## src/hdl/dsr_pkg.sv

```systemverilog
// constants, types and state layout for the rundown sequencer
// Functional notes
// - Current sets run coarse neg, coarse pos, mid neg, fine pos, finest neg; nulls between.
// - Coarse half-ramps last ten strobe cycles each.
// - Rundown holds five consecutive periods, one per current set, finest last.
// - Comparator level at rundown start gives residual polarity: high positive.
// - Negative residual: coarse negative half-ramps until crossing, at most three.
// - Coarse and mid currents drop within ten strobe cycles of crossing.
// - A set finishing early leaves null slope for the rest of its period.
// - Positive residual: brief coarse negative pulse, then null for period one.
// - Period two: coarse positive ramps until crossing, at most three, same length.
// - Period three: mid negative ramps until crossing, at most seven, then null.
// - Period four, as long as three: fine positive ramps, at most seven.
// - After finest negative crosses, finest positive quarter ramps of five cycles run.
// - Finest negative and positive alternate, each to its crossing, until period five ends.
// - Slopes of each of the five sets are counted for digit computation, the finest negative only until its first crossing.
// - Offset DAC is enabled before the fine positive set starts.
// - Dithering compares positive and negative run lengths and steps the DAC.
// - Five control lines carry the slope command, changing on strobe boundaries.
// - Function select routes DC or AC converter output to the integrator.
package dsr_pkg;
  localparam int HALF_TICKS = 10;
  localparam int QUARTER_TICKS = 5;
  localparam int SHORT_TICKS = 2;
  localparam int COARSE_MAX = 3;
  localparam int MID_MAX = 7;
  localparam int FINE_TICKS = 120;
  localparam int DAC_W = 8;
  localparam logic [7:0] DAC_MID = 8'h80;
  localparam logic [7:0] DAC_TOP = 8'hFF;
  // five-line slope commands
  localparam logic [4:0] CODE_M4 = 5'h01;
  localparam logic [4:0] CODE_P4 = 5'h02;
  localparam logic [4:0] CODE_M3 = 5'h03;
  localparam logic [4:0] CODE_P2 = 5'h04;
  localparam logic [4:0] CODE_M1 = 5'h05;
  localparam logic [4:0] CODE_P1 = 5'h06;
  localparam logic [4:0] CODE_M0 = 5'h07;
  localparam logic [4:0] CODE_P0 = 5'h08;
  typedef enum logic [2:0] {DSR_IDLE, DSR_P1, DSR_P2, DSR_P3, DSR_P4, DSR_P5} dsr_phase_t;
  typedef struct packed {
    logic [2:0] m4;
    logic [2:0] p4;
    logic [2:0] m3;
    logic [2:0] p2;
    logic [7:0] m1;
  } dsr_counts_t;
  typedef struct packed {
    logic strobe_s1;
    logic strobe_s2;
    logic strobe_s3;
    logic cmp_s1;
    logic cmp_s2;
    logic pending;
    dsr_phase_t phase;
    logic active;
    logic crossed;
    logic ref_lvl;
    logic pos_res;
    logic in_pos;
    logic first;
    logic [3:0] rtick;
    logic [2:0] rnum;
    logic [7:0] ptick;
    logic [7:0] run_len;
    logic [7:0] neg_len;
    logic [7:0] dac;
    logic dac_en;
    logic [4:0] sel;
    logic route;
    logic busy;
    logic done;
    dsr_counts_t counts;
  } dsr_state_t;
endpackage

```

## src/hdl/dsr_sequencer.sv

```systemverilog
// rundown sequencer for a multislope integrating converter
`timescale 1ns/10ps
module dsr_sequencer #(
  parameter int FINE_TICKS = dsr_pkg::FINE_TICKS,
  parameter int COARSE_MAX = dsr_pkg::COARSE_MAX,
  parameter int MID_MAX = dsr_pkg::MID_MAX
) (
  input wire logic clk_i,
  input wire logic rst_n_i,
  input wire logic strobe_i,
  input wire logic comparator_out_i,
  input wire logic start_i,
  input wire logic func_ac_i,
  output logic [4:0] ctrl_lines_o,
  output logic input_route_o,
  output logic dac_en_o,
  output logic [7:0] dac_code_o,
  output dsr_pkg::dsr_counts_t counts_o,
  output logic positive_o,
  output logic busy_o,
  output logic done_o
);
  dsr_pkg::dsr_state_t s_reg;
  dsr_pkg::dsr_state_t s_next;
  logic tick;
  logic cmp;
  logic cross_now;
  logic [3:0] ramp_len;
  logic [7:0] per_len;
  logic [7:0] run_end;

  // strobe edge marks one converter clock; comparator read only from second stage
  assign tick = s_reg.strobe_s2 & ~s_reg.strobe_s3;
  assign cmp = s_reg.cmp_s2;
  assign cross_now = s_reg.crossed | (cmp != s_reg.ref_lvl);
  assign run_end = s_reg.run_len + 8'h01;

  // ramp and period lengths for the current phase
  always_comb begin
    if (s_reg.phase == dsr_pkg::DSR_P1 && s_reg.pos_res) begin
      ramp_len = 4'(dsr_pkg::SHORT_TICKS);
    end else if (s_reg.phase == dsr_pkg::DSR_P5 && s_reg.in_pos) begin
      ramp_len = 4'(dsr_pkg::QUARTER_TICKS);
    end else begin
      ramp_len = 4'(dsr_pkg::HALF_TICKS);
    end
    unique case (s_reg.phase)
      dsr_pkg::DSR_P1, dsr_pkg::DSR_P2: per_len = 8'(COARSE_MAX * dsr_pkg::HALF_TICKS);
      dsr_pkg::DSR_P3, dsr_pkg::DSR_P4: per_len = 8'(MID_MAX * dsr_pkg::HALF_TICKS);
      default: per_len = 8'(FINE_TICKS);
    endcase
  end

  // next state of the whole sequencer
  always_comb begin
    s_next = s_reg;
    s_next.strobe_s1 = strobe_i;
    s_next.strobe_s2 = s_reg.strobe_s1;
    s_next.strobe_s3 = s_reg.strobe_s2;
    s_next.cmp_s1 = comparator_out_i;
    s_next.cmp_s2 = s_reg.cmp_s1;
    if (start_i) begin
      s_next.pending = 1'b1;
    end
    if (tick) begin
      s_next.route = func_ac_i;
      if (s_reg.phase == dsr_pkg::DSR_IDLE) begin
        if (s_reg.pending) begin
          // a start arriving on the starting cycle itself is kept, not lost
          s_next.pending = start_i;
          s_next.phase = dsr_pkg::DSR_P1;
          s_next.busy = 1'b1;
          s_next.done = 1'b0;
          s_next.pos_res = cmp;
          s_next.ref_lvl = cmp;
          s_next.active = 1'b1;
          s_next.crossed = 1'b0;
          s_next.rtick = 4'h0;
          s_next.rnum = 3'h0;
          s_next.ptick = 8'h00;
          s_next.run_len = 8'h00;
          s_next.in_pos = 1'b0;
          s_next.counts = '0;
          s_next.dac_en = 1'b0;
          s_next.sel = dsr_pkg::CODE_M4;
        end
      end else begin
        s_next.ptick = s_reg.ptick + 8'h01;
        if (s_reg.active) begin
          s_next.rtick = s_reg.rtick + 4'h1;
          s_next.run_len = run_end;
          if (cmp != s_reg.ref_lvl) begin
            s_next.crossed = 1'b1;
          end
          if (s_next.rtick == ramp_len) begin
            s_next.rtick = 4'h0;
            if (s_reg.phase == dsr_pkg::DSR_P5) begin
              if (!s_reg.in_pos && s_reg.first) begin
                s_next.counts.m1 = s_reg.counts.m1 + 8'h01;
              end
              if (cross_now) begin
                // swap sign of the finest current at each crossing
                s_next.in_pos = ~s_reg.in_pos;
                s_next.ref_lvl = cmp;
                s_next.crossed = 1'b0;
                s_next.run_len = 8'h00;
                s_next.sel = s_reg.in_pos ? dsr_pkg::CODE_M1 : dsr_pkg::CODE_P1;
                if (!s_reg.in_pos) begin
                  s_next.neg_len = run_end;
                  s_next.first = 1'b0;
                end else if (s_reg.neg_len > run_end && s_reg.dac != dsr_pkg::DAC_TOP) begin
                  s_next.dac = s_reg.dac + 8'h01;
                end else if (s_reg.neg_len < run_end && s_reg.dac != 8'h00) begin
                  s_next.dac = s_reg.dac - 8'h01;
                end
              end
            end else begin
              s_next.rnum = s_reg.rnum + 3'h1;
              unique case (s_reg.phase)
                dsr_pkg::DSR_P1: s_next.counts.m4 = s_reg.counts.m4 + 3'h1;
                dsr_pkg::DSR_P2: s_next.counts.p4 = s_reg.counts.p4 + 3'h1;
                dsr_pkg::DSR_P3: s_next.counts.m3 = s_reg.counts.m3 + 3'h1;
                default: s_next.counts.p2 = s_reg.counts.p2 + 3'h1;
              endcase
              // drop the current at ramp end once crossed or at the limit
              if (cross_now || (s_reg.phase == dsr_pkg::DSR_P1 && s_reg.pos_res)
                  || s_next.rnum == 3'(s_reg.phase <= dsr_pkg::DSR_P2 ? COARSE_MAX : MID_MAX)) begin
                s_next.active = 1'b0;
                s_next.sel = dsr_pkg::CODE_M0;
              end
            end
          end
        end
        // period boundary: advance to the next current set, or back to idle after period five
        if (s_next.ptick == per_len) begin
          s_next.ptick = 8'h00;
          s_next.rtick = 4'h0;
          s_next.rnum = 3'h0;
          s_next.active = 1'b1;
          s_next.crossed = 1'b0;
          s_next.ref_lvl = cmp;
          s_next.run_len = 8'h00;
          s_next.in_pos = 1'b0;
          unique case (s_reg.phase)
            dsr_pkg::DSR_P1: begin
              s_next.phase = dsr_pkg::DSR_P2;
              s_next.sel = dsr_pkg::CODE_P4;
            end
            dsr_pkg::DSR_P2: begin
              s_next.phase = dsr_pkg::DSR_P3;
              s_next.sel = dsr_pkg::CODE_M3;
              s_next.dac_en = 1'b1;
            end
            dsr_pkg::DSR_P3: begin
              s_next.phase = dsr_pkg::DSR_P4;
              s_next.sel = dsr_pkg::CODE_P2;
            end
            dsr_pkg::DSR_P4: begin
              s_next.phase = dsr_pkg::DSR_P5;
              s_next.sel = dsr_pkg::CODE_M1;
              s_next.first = 1'b1;
            end
            default: begin
              s_next.phase = dsr_pkg::DSR_IDLE;
              s_next.sel = dsr_pkg::CODE_P0;
              s_next.active = 1'b0;
              s_next.busy = 1'b0;
              s_next.done = 1'b1;
            end
          endcase
        end
      end
    end
  end

  // state register
  always_ff @(posedge clk_i or negedge rst_n_i) begin
    if (!rst_n_i) begin
      s_reg <= '0;
      s_reg.dac <= dsr_pkg::DAC_MID;
      s_reg.sel <= dsr_pkg::CODE_P0;
    end else begin
      s_reg <= s_next;
    end
  end

  // outputs straight from the state register
  assign ctrl_lines_o = s_reg.sel;
  assign input_route_o = s_reg.route;
  assign dac_en_o = s_reg.dac_en;
  assign dac_code_o = s_reg.dac;
  assign counts_o = s_reg.counts;
  assign positive_o = s_reg.pos_res;
  assign busy_o = s_reg.busy;
  assign done_o = s_reg.done;
endmodule // dsr_sequencer

```

## config.mk

```make
export PLATFORM = sky130hd
export DESIGN_NAME = dsr_sequencer
export DESIGN_NICKNAME = d
export VERILOG_FILES = /design/src/hdl/dsr_pkg.sv /design/src/hdl/dsr_sequencer.sv
export SDC_FILE = /design/constraint.sdc
export NUM_CORES = 1
export LEC_CHECK = 0
export BUFFER_PORTS_ARGS = -buffer_cell sky130_fd_sc_hd__buf_2
export CAP_MARGIN = 10
export CORE_MARGIN = 10
export CORE_UTILIZATION = 36
export DETAILED_ROUTE_END_ITERATION = 7
export SLEW_MARGIN = 40
export SYNTH_ARGS = -nofsm -noshare
export SYNTH_HDL_FRONTEND = slang
export SYNTH_SLANG_ARGS = --single-unit
```

## constraint.sdc

```tcl
create_clock -name clk_i -period 5.2 [get_ports clk_i]
set_input_delay 1.04 -clock clk_i [delete_from_list [all_inputs] [get_ports clk_i]]
set_output_delay 1.04 -clock clk_i [all_outputs]
set_load 0.1 [all_outputs]
```

==> flow_summary_export.csv, run 1 <==
group,metric,value,unit
synthesis,synth_edf_count,0,
routing,drt-initial-drc-count,283,
global_routing,antenna_found_initial,0,
timing,hold_viol,0,
timing,fin_crit_sh,0.803,
placed_design,port_buffers,42,
routing,drtAntennaViolNets,0,
clock_network,holdBufCountCts,0,
global_routing,grt_overflow,0,
clock_network,cts_setup_buffers,0,
synthesis,async_flop_share,1.00,
die,rows,43,
placed_design,hpwl,8280,µm
placed_design,dp_slack,0.805,ns
timing,finalSetupViolations,0,
timing,max_slew.worst_pin.slew,0.783,ns
routing,wl,11600,µm
setup_path,slowest_stage,"o21ai_1",
routing,first_pass_iters,5,
final_layout,fin_nets,592,
global_routing,grt.total_usage,0.123,
min_path,hp-class,"reg2reg",
clock_network,ctsResizeCount,0,
timing,period_minus_slack,4.17,ns
timing,rsz0062_at_grt,"no",
synthesis,ys_seq_area_frac,0.395,
die,fp.dieArea,19700,µm²
timing,slew_headroom,0.478,
setup_path,critPathArrivalTime,4.45,ns
pwr,total_power,2540,µW
setup_path,cp_max_fo,7,
clock_network,h-tree-depth,3,
synthesis,synth_ff_type,"dfrtp_1",
setup_path,crit_chain,"ha_1 -> nand3_1 -> xnor2_1 -> inv_1 -> ha_1 -> a21o_1 -> o31ai_1 -> a21boi_0 -> o21ai_1 -> ha_1 -> a21o_1 -> a21oi_1 -> o21ai_0 -> o21ai_0 -> nand2b_1 -> a21oi_1 -> mux2i_1 -> xnor2_1",
final_layout,final_layout_size_suffix_gt1_frac,0.165,
clock_network,clock-sinks,82,
timing,finClkSkew,0.00794,ns
clock_network,cts-root-buf,"clkbuf_16",
clock_network,clock_latency,0.35,ns
clock_network,numCtsBuffers,9,
routing,vias,4032,
setup_path,path_buf_inv,1,
die,start_util,0.370,
routing,wl_per_cell,15.5,µm
timing,layout_setup_ws,1.03,ns
synthesis,syn_inst,563,
setup_path,crit_path_max_incr_delay,0.52,ns
clock_network,cts_tree,"done",
timing,setup_tns,0,ns
placed_design,finalWeightedCongestion,0.838,
die,core_area,14000,µm²
final_layout,largest_register_ffs,41,
final_layout,final_core_util,0.403,
global_routing,grt_pass1_wl,20100,µm
setup_path,path_delay_family,"compound AO/OA/AOI/OAI gates",
final_layout,final_common_cell,"dfrtp_1",
final_layout,layout.cells.most_common_list,"dfrtp_1 (79), nand2_1 (60), o21ai_0 (42)",
routing,remaining_drc_errors,0,
pwr,p_leak,0.00256,µW
global_routing,grt_max_degree,83,
job,maxCapViolations,0,
global_routing,grt_pass1_vias,4008,
final_layout,area_delta_synth_final,8.71,%
synthesis,postSynthAreaPerCell,9.24,µm²
run_status,status,"finished clean",
synthesis,syn-num-nets,592,
die,die_y,140,µm
die,ios,44,
setup_path,cp_common_cell,"ha_1",
clock_network,clk_transition_reported_paths,0.06,ns
setup_path,required,5.47,ns
setup_path,path_class,"reg2reg",
pwr,cellPowerDensity,449,nW/µm²
pwr,ir_drop,0.240,mV
synthesis,ys_ff_latch,82,
final_layout,diodes,0,
setup_path,critPathCaptureType,"register",
timing,max_freq,240,MHz
setup_path,startpoint_type,"register",
final_layout,fillers,1370,
synthesis,synth.distinct_cells,76,
timing,maxSlewViolCount,0,
clock_network,cts_buffer_depth,2,
synthesis,ys_warn_count,0,
routing,vias_per_cell,5.39,
synthesis,syn-cell-area,5200,µm²
die,die_w,140,µm
-- stage by stage --
step	area, µm²	hold WS, ns	std cells
floorplan	5200	0.331	563
global placement	5310	0.336	732
detailed placement	5320	0.341	732
CTS	5640	0.354	748
global route	5650	0.359	748
finish	5650	0.349	748
-- final cells by class --
cell class	instances	area [µm²]	area share
clock buffer	14	264	0.0467
clock inverter	2	60.1	0.0106
inverter	26	97.6	0.0173
multi-input combinational	398	2700	0.478
sequential	82	2060	0.364
tap	180	225	0.0398
timing repair buffer	46	249	0.0440
-- Yosys cell counts, drive strengths merged (14+ instances only) --
| cell type | instances | area (µm²) |
|---|---|---|
| a21oi | 18 | 93.8 |
| buf | 43 | 305 |
| clkbuf | 14 | 53.8 |
| dfrtp | 80 | 2000 |
| ha | 22 | 275 |
| inv | 26 | 97.6 |
| nand2 | 60 | 225 |
| nand3 | 24 | 120 |
| nor2 | 38 | 145 |
| o21ai | 48 | 240 |
| xor2 | 17 | 149 |
-- metal layers --
| layer | vias up | global-route usage | wire length (µm) |
|---|---|---|---|
| li1 | 1980 | - | - |
| met1 | 1942 | 0.162 | 5590 |
| met2 | 99 | 0.180 | 5130 |
| met3 | 11 | 0.0473 | 743 |
| met4 | 0 | 0.0391 | 166 |
| met5 | - | 0 | 0 |
-- logic make-up after synthesis --
logic type / synth area share
and+or+nand+nor: 0.184
xor gates and xnor gates: 0.0551
buffers and inverters: 0.0878
DFF: 0.395
adders and majority gates: 0.0568
muxes: 0.0358
AOI/OAI and AO/OA: 0.185
other: 0.000721
-- power breakdown --
group | total [µW] | internal (µW) | switching (µW)
logic | 980 | 299 | 681
registers | 859 | 725 | 133
clock network | 703 | 448 | 255
total | 2540 | 1470 | 1070
-- worst paths after layout --
kind / cells after the start / slack (ns) / end / start
max: 18 / 1.03 / dac_code_o[7]$_DFFE_PN1P_ / s_reg[45]$_DFFE_PN0P_
min: 0 / 0.35 / s_next[80]$_DFF_PN0_ / s_next[81]$_DFF_PN0_
max reg2reg: 18 / 1.03 / dac_code_o[7]$_DFFE_PN1P_ / s_reg[45]$_DFFE_PN0P_
min in group asynchronous: 1 / 0.72 / counts_o[5]$_DFFE_PN0P_ / rst_n_i
min reg2reg: 0 / 0.35 / s_next[80]$_DFF_PN0_ / s_next[81]$_DFF_PN0_
max in group asynchronous: 1 / 3.98 / s_reg[74]$_DFFE_PN0P_ / rst_n_i
(Power assumes the default switching activity.)
==> run 2: changes to the inputs <==
--- a/config.mk
+++ b/config.mk
@@ -5,6 +5,7 @@
 export SDC_FILE = /design/constraint.sdc
 export NUM_CORES = 1
 export LEC_CHECK = 0
+export ABC_AREA = 1
 export BUFFER_PORTS_ARGS = -buffer_cell sky130_fd_sc_hd__buf_2
 export CAP_MARGIN = 10
 export CORE_MARGIN = 10
==> constraint.sdc (replaced) <==
create_clock -name clk_i -period 4.35 [get_ports clk_i]
set_input_delay 0.87 -clock clk_i [delete_from_list [all_inputs] [get_ports clk_i]]
set_output_delay 0.87 -clock clk_i [all_outputs]
set_load 0.1 [all_outputs]
==> flow_summary_export.csv, run 2 <==
group,metric,value,unit
timing,setup_tns,0,ns
final_layout,final_core_util,0.399,
pwr,p_leak,0.00274,µW
final_layout,finalInstanceArea,5550,µm²
die,ios,44,
final_layout,largest_register_ffs,41,
routing,vias_per_cell,4.94,
synthesis,async_flop_share,1.00,
global_routing,grt_pass1_vias,3951,
job,maxCapViolations,0,
run_status,status,"finished clean",
clock_network,clock_latency,0.34,ns
timing,fin_crit_sh,0.836,
routing,first_pass_iters,4,
placed_design,placed_area,5210,µm²
min_path,hp-start,"s_next[78]$_DFF_PN0_",
die,die_y,139,µm
synthesis,synth_area_leaders,"dfrtp_1 (39%), nand2_1 (12%), ha_1 (5.4%)",
synthesis,synth.top_cell.area_share,0.392,
min_path,worst_hold_path.num_cells,0,
global_routing,grt_overflow,0,
clock_network,cts_setup_buffers,0,
synthesis,yosysMostFrequentCell,"nand2_1",
die,core_area,13900,µm²
timing,max_slew.worst_pin.slew,0.697,ns
setup_path,path_class,"reg2reg",
placed_design,hpwl,8220,µm
clock_network,holdBufCountCts,0,
min_path,hp-class,"reg2reg",
setup_path,reg2reg_slack,0.71,ns
placed_design,dp_slack,0.857,ns
setup_path,critPathCaptureType,"register",
global_routing,grt_max_degree,83,
setup_path,critPathArrivalTime,3.88,ns
global_routing,grt_pass1_wl,19700,µm
setup_path,cp_max_fo,10,
clock_network,cts-root-buf,"clkbuf_16",
setup_path,reg2reg_from,"s_reg[45]$_DFFE_PN0P_",
clock_network,numCtsBuffers,9,
pwr,cellPowerDensity,532,nW/µm²
clock_network,h-tree-depth,3,
timing,layout_setup_ws,0.712,ns
timing,finClkSkew,0.00940,ns
routing,vias,4098,
clock_network,cts_tree,"done",
routing,drtAntennaViolNets,0,
synthesis,synth_ff_type,"dfrtp_1",
final_layout,fin_nets,674,
timing,rsz0062_at_grt,"no",
global_routing,grt.total_usage,0.119,
timing,maxSlewViolCount,0,
synthesis,ys_ff_latch,82,
die,rows,43,
final_layout,diodes,0,
timing,period_minus_slack,3.64,ns
clock_network,clk_transition_reported_paths,0.06,ns
clock_network,cts_buffer_depth,2,
timing,slew_headroom,0.535,
routing,wl_per_cell,13.5,µm
setup_path,r2r.worst_path.cells,22,
die,start_util,0.368,
die,die_w,139,µm
setup_path,r2r_end,"dac_code_o[6]$_DFFE_PN0P_",
clock_network,ctsResizeCount,0,
synthesis,ys_top_cells_by_count,"nand2_1 (161), dfrtp_1 (80), inv_1 (60), nand3_1 (52), buf_4 (35)",
placed_design,finalWeightedCongestion,0.894,
synthesis,synth.distinct_cells,50,
synthesis,ys_seq_area_frac,0.402,
timing,max_freq,275,MHz
synthesis,syn-num-nets,667,
final_layout,final_common_cell,"nand2_1",
final_layout,fillers,1400,
synthesis,postSynthAreaPerCell,8.01,µm²
global_routing,antenna_found_initial,0,
synthesis,syn-cell-area,5110,µm²
pwr,ir_drop,0.196,mV
final_layout,area_delta_synth_final,8.52,%
synthesis,yosys.area.top_type,"dfrtp_1",
placed_design,port_buffers,42,
synthesis,synth_edf_count,0,
setup_path,startpoint_type,"register",
synthesis,ys_warn_count,0,
min_path,min_to,"cmp$_DFF_PN0_",
timing,hold_viol,0,
routing,remaining_drc_errors,0,
final_layout,layout.cells.most_common_list,"nand2_1 (161), dfrtp_1 (80), inv_1 (60)",
timing,finalSetupViolations,0,
routing,drt-initial-drc-count,332,
routing,wl,11200,µm
die,fp.dieArea,19400,µm²
setup_path,required,4.59,ns
timing,whs,0.347,ns
clock_network,clock-sinks,82,
synthesis,syn_inst,638,
final_layout,final_layout_size_suffix_gt1_frac,0.146,
-- run 2: logic make-up (layout without fill, tap and decap cells) --
| logic type | after synthesis | after routing | synth area share |
|---|---|---|---|
| compound gates | 95 | 95 | 0.108 |
| buf+inv | 115 | 127 | 0.118 |
| simple gates | 297 | 297 | 0.270 |
| fa+ha+maj | 23 | 23 | 0.0578 |
| other cells | 1 | 1 | 0.000734 |
| xor+xnor | 25 | 25 | 0.0429 |
| flops | 82 | 82 | 0.402 |
-- run 2: metrics by stage --
stage	total power [µW]	instances
4_1_cts	2980	830
5_1_grt	3150	830
3_5_place_dp	2120	814
3_3_place_gp	2100	814
6_report	2950	830
2_1_floorplan	1950	638
-- run 2: worst max-delay path by stage --
stage / start / endpoint / slack, ns / cells past startpoint
floorplan: s_reg[45]$_DFFE_PN0P_ / dac_code_o[6]$_DFFE_PN0P_ / 1.20 / 22
detailed placement: s_reg[45]$_DFFE_PN0P_ / dac_code_o[6]$_DFFE_PN0P_ / 0.86 / 22
finish: s_reg[45]$_DFFE_PN0P_ / dac_code_o[6]$_DFFE_PN0P_ / 0.71 / 22
CTS: s_reg[45]$_DFFE_PN0P_ / dac_code_o[6]$_DFFE_PN0P_ / 0.77 / 22
global route: s_reg[45]$_DFFE_PN0P_ / dac_code_o[6]$_DFFE_PN0P_ / 0.39 / 22
global placement: s_reg[45]$_DFFE_PN0P_ / dac_code_o[6]$_DFFE_PN0P_ / 1.0 / 22
-- run 2: layout make-up --
class,instances,area (µm²),area share
inverters,69,267,0.0481
flip-flops and latches,82,2050,0.370
clock inverters,5,86.3,0.0156
repair buffers,42,219,0.0395
clock buffers,11,243,0.0438
multi-input cells,441,2450,0.442
well taps,180,225,0.0406
-- run 2: layer usage --
metal | global-route usage | share of wire | vias to the layer above
met3 | 0.0192 | 0.034 | 14
met2 | 0.185 | 0.47 | 76
li1 | - | - | 2076
met1 | 0.159 | 0.48 | 1932
met4 | 0.0494 | 0.017 | 0
met5 | 0 | 0 | -
-- run 2: where the power goes --
part / internal, µW / total, µW / leakage [µW] / switching [µW]
clock: 523 / 846 / 0.000160 / 323
sequential: 859 / 949 / 0.00110 / 90.4
combinational: 267 / 1160 / 0.00148 / 889
-- run 2: worst max-delay path, stage by stage, from the launching register on --
cell,delay (ns)
dfrtp_1,0.42
ha_1,0.25
nand2_1,0.07
inv_1,0.07
nand2_1,0.08
xor2_1,0.18
inv_1,0.09
ha_1,0.30
nand2_1,0.05
nor2_1,0.13
nand3_1,0.11
nand2_1,0.11
nand2_2,0.16
ha_1,0.39
a21oi_1,0.16
inv_1,0.05
a31oi_1,0.24
o21ai_0,0.13
a21oi_1,0.16
xor2_1,0.17
nand2_1,0.07
nand2_1,0.08
inv_1,0.04
==> run 3: changes to the inputs <==
==> constraint.sdc (replaced) <==
create_clock -name clk_i -period 3.6 [get_ports clk_i]
set_input_delay 0.72 -clock clk_i [delete_from_list [all_inputs] [get_ports clk_i]]
set_output_delay 0.72 -clock clk_i [all_outputs]
set_load 0.1 [all_outputs]
==> flow_summary_export.csv, run 3 (synthesis gave the netlist of run 2 again) <==
group,metric,value,unit
timing,hold_viol,0,
routing,wl_per_cell,13.6,µm
setup_path,critPathCaptureType,"register",
setup_path,cp_max_fo,9,
setup_path,cp_common_cell,"nand2_1",
clock_network,clock-sinks,82,
routing,first_pass_iters,5,
timing,fin_crit_sh,0.932,
setup_path,path_delay_family,"adder cells",
pwr,p_leak,0.00275,µW
final_layout,final_layout_size_suffix_gt1_frac,0.163,
setup_path,critical_path.startpoint,"s_reg[45]$_DFFE_PN0P_",
global_routing,grt_pass1_wl,19500,µm
min_path,worst_hold_path.num_cells,0,
clock_network,clk_transition_reported_paths,0.06,ns
min_path,hp-start,"s_next[78]$_DFF_PN0_",
routing,vias,4142,
placed_design,hpwl,8280,µm
global_routing,grt_pass1_vias,3970,
final_layout,fin_cells,835,
timing,finalSetupViolations,0,
clock_network,cts-root-buf,"clkbuf_16",
final_layout,layout.cells.most_common_list,"nand2_1 (160), dfrtp_1 (79), inv_1 (60)",
clock_network,h-tree-depth,3,
placed_design,finalWeightedCongestion,0.893,
die,start_util,0.368,
setup_path,startpoint_type,"register",
final_layout,area_delta_synth_final,9.75,%
die,core_area,13900,µm²
final_layout,final_common_cell,"nand2_1",
setup_path,r2r_end,"dac_code_o[6]$_DFFE_PN0P_",
final_layout,diodes,0,
timing,whs,0.347,ns
timing,period_minus_slack,3.35,ns
job,maxCapViolations,0,
global_routing,grt_overflow,0,
routing,drtAntennaViolNets,0,
setup_path,r2r.worst_path.cells,23,
setup_path,reg2reg_from,"s_reg[45]$_DFFE_PN0P_",
global_routing,grt.total_usage,0.118,
setup_path,path_class,"reg2reg",
setup_path,crit_path_max_incr_delay,0.41,ns
timing,max_freq,298,MHz
die,die_y,139,µm
pwr,seqPwrFrac,0.318,
setup_path,reg2reg_slack,0.25,ns
setup_path,required,3.84,ns
clock_network,clock_latency,0.34,ns
die,ios,44,
timing,max_slew.worst_pin.slew,0.672,ns
clock_network,holdBufCountCts,0,
run_status,status,"finished clean",
timing,slew_headroom,0.552,
pwr,cellPowerDensity,643,nW/µm²
clock_network,cts_tree,"done",
global_routing,grt_max_degree,83,
setup_path,critPathArrivalTime,3.59,ns
timing,maxSlewViolCount,0,
routing,remaining_drc_errors,0,
routing,wl,11300,µm
final_layout,fin_nets,679,
pwr,ir_drop,0.277,mV
clock_network,numCtsBuffers,9,
pwr,swShare,0.439,
die,rows,43,
timing,setup_tns,0,ns
pwr,power_switching,1580,µW
pwr,clkPwrFrac,0.280,
final_layout,largest_register_ffs,41,
timing,finClkSkew,0.00893,ns
min_path,hp-class,"reg2reg",
placed_design,placed_cells,815,
routing,vias_per_cell,4.96,
pwr,p_int,2020,µW
setup_path,path_buf_inv,5,
final_layout,final_core_util,0.404,
die,fp.dieArea,19400,µm²
pwr,combPwrFrac,0.402,
setup_path,slowest_stage,"dfrtp_1",
global_routing,antenna_found_initial,0,
routing,drt-initial-drc-count,279,
clock_network,cts_buffer_depth,2,
setup_path,crit_chain,"ha_1 -> nand2_1 -> inv_1 -> nand2_1 -> xor2_1 -> inv_1 -> ha_1 -> nand2_1 -> nor2_1 -> nand3_1 -> nand2_1 -> inv_1 -> nand2_4 -> ha_2 -> a21oi_1 -> inv_1 -> a31oi_2 -> o21ai_0 -> a21oi_1 -> xor2_1 -> nand2_1 -> nand2_1 -> inv_1",
placed_design,port_buffers,42,
min_path,min_to,"cmp$_DFF_PN0_",
die,die_w,139,µm
pwr,total_power,3610,µW
run 3: cell count changes in the layout (fill, tap and decap cells not counted), sizes merged:
| cell | previous run | this run |
|---|---|---|
| buf | 41 | 46 |
| clkinvlp | 0 | 2 |
| clkbuf | 12 | 11 |
| clkinv | 3 | 2 |
run 3: area by class of cell:
cell class                 instances  area (µm²)
fill                            1396        8270
timing repair buffer              47         256
clock buffer                      10         239
multi-input combinational        441        2480
clock inverter                     6        88.8
tap                              180         225
sequential                        82        2060
inverter                          69         267
run 3: worst max-delay path by stage:
| stage | to | slack, ns | depth (start not counted) |
|---|---|---|---|
| 2_1_floorplan | dac_code_o[6]$_DFFE_PN0P_ | 0.45 | 22 |
| 3_3_place_gp | dac_code_o[6]$_DFFE_PN0P_ | 0.25 | 22 |
| 3_5_place_dp | dac_code_o[6]$_DFFE_PN0P_ | 0.13 | 22 |
| 4_1_cts | dac_code_o[6]$_DFFE_PN0P_ | 0.10 | 22 |
| 5_1_grt | dac_code_o[6]$_DFFE_PN0P_ | -0.01 | 23 |
| 6_report | dac_code_o[6]$_DFFE_PN0P_ | 0.25 | 23 |
run 3: power groups by stage:
stage | combinational [µW] | clock (µW) | sequential [µW]
final | 1450 | 1010 | 1150
after global routing | 1600 | 1090 | 1160
after CTS | 1400 | 1040 | 1150
after detailed placement | 1400 | 0 | 1160
after global placement | 1380 | 0 | 1160
after floorplan | 1060 | 0 | 1290
run 3: repair_timing:
action                     4_1_cts  5_1_grt
setup endpoints to repair        0        3
gates resized for setup          0        7
buffers inserted                 0        4
run 3: layer usage:
layer / routed length, µm / track usage
met1: 5320 / 0.153
met2: 5210 / 0.184
met3: 512 / 0.0250
met4: 292 / 0.0549
met5: 0 / 0
run 3: worst reg2reg max path: stages, from the launching register on:
cell and delay [ns]:
dfrtp_1 0.41, ha_1 0.25, nand2_1 0.07, inv_1 0.07, nand2_1 0.08, xor2_1 0.18
inv_1 0.08, ha_1 0.27, nand2_1 0.05, nor2_1 0.12, nand3_1 0.09, nand2_1 0.06
inv_1 0.06, nand2_4 0.13, ha_2 0.33, a21oi_1 0.13, inv_1 0.06, a31oi_2 0.19
o21ai_0 0.12, a21oi_1 0.17, xor2_1 0.16, nand2_1 0.07, nand2_1 0.08, inv_1 0.04
run 3: through the flow:
stage	cell area, µm²	setup WS (ns)
after global routing	5610	-0.0125
after CTS	5550	0.105
final	5610	0.245
after detailed placement	5220	0.134
after floorplan	5110	0.447
after global placement	5220	0.248
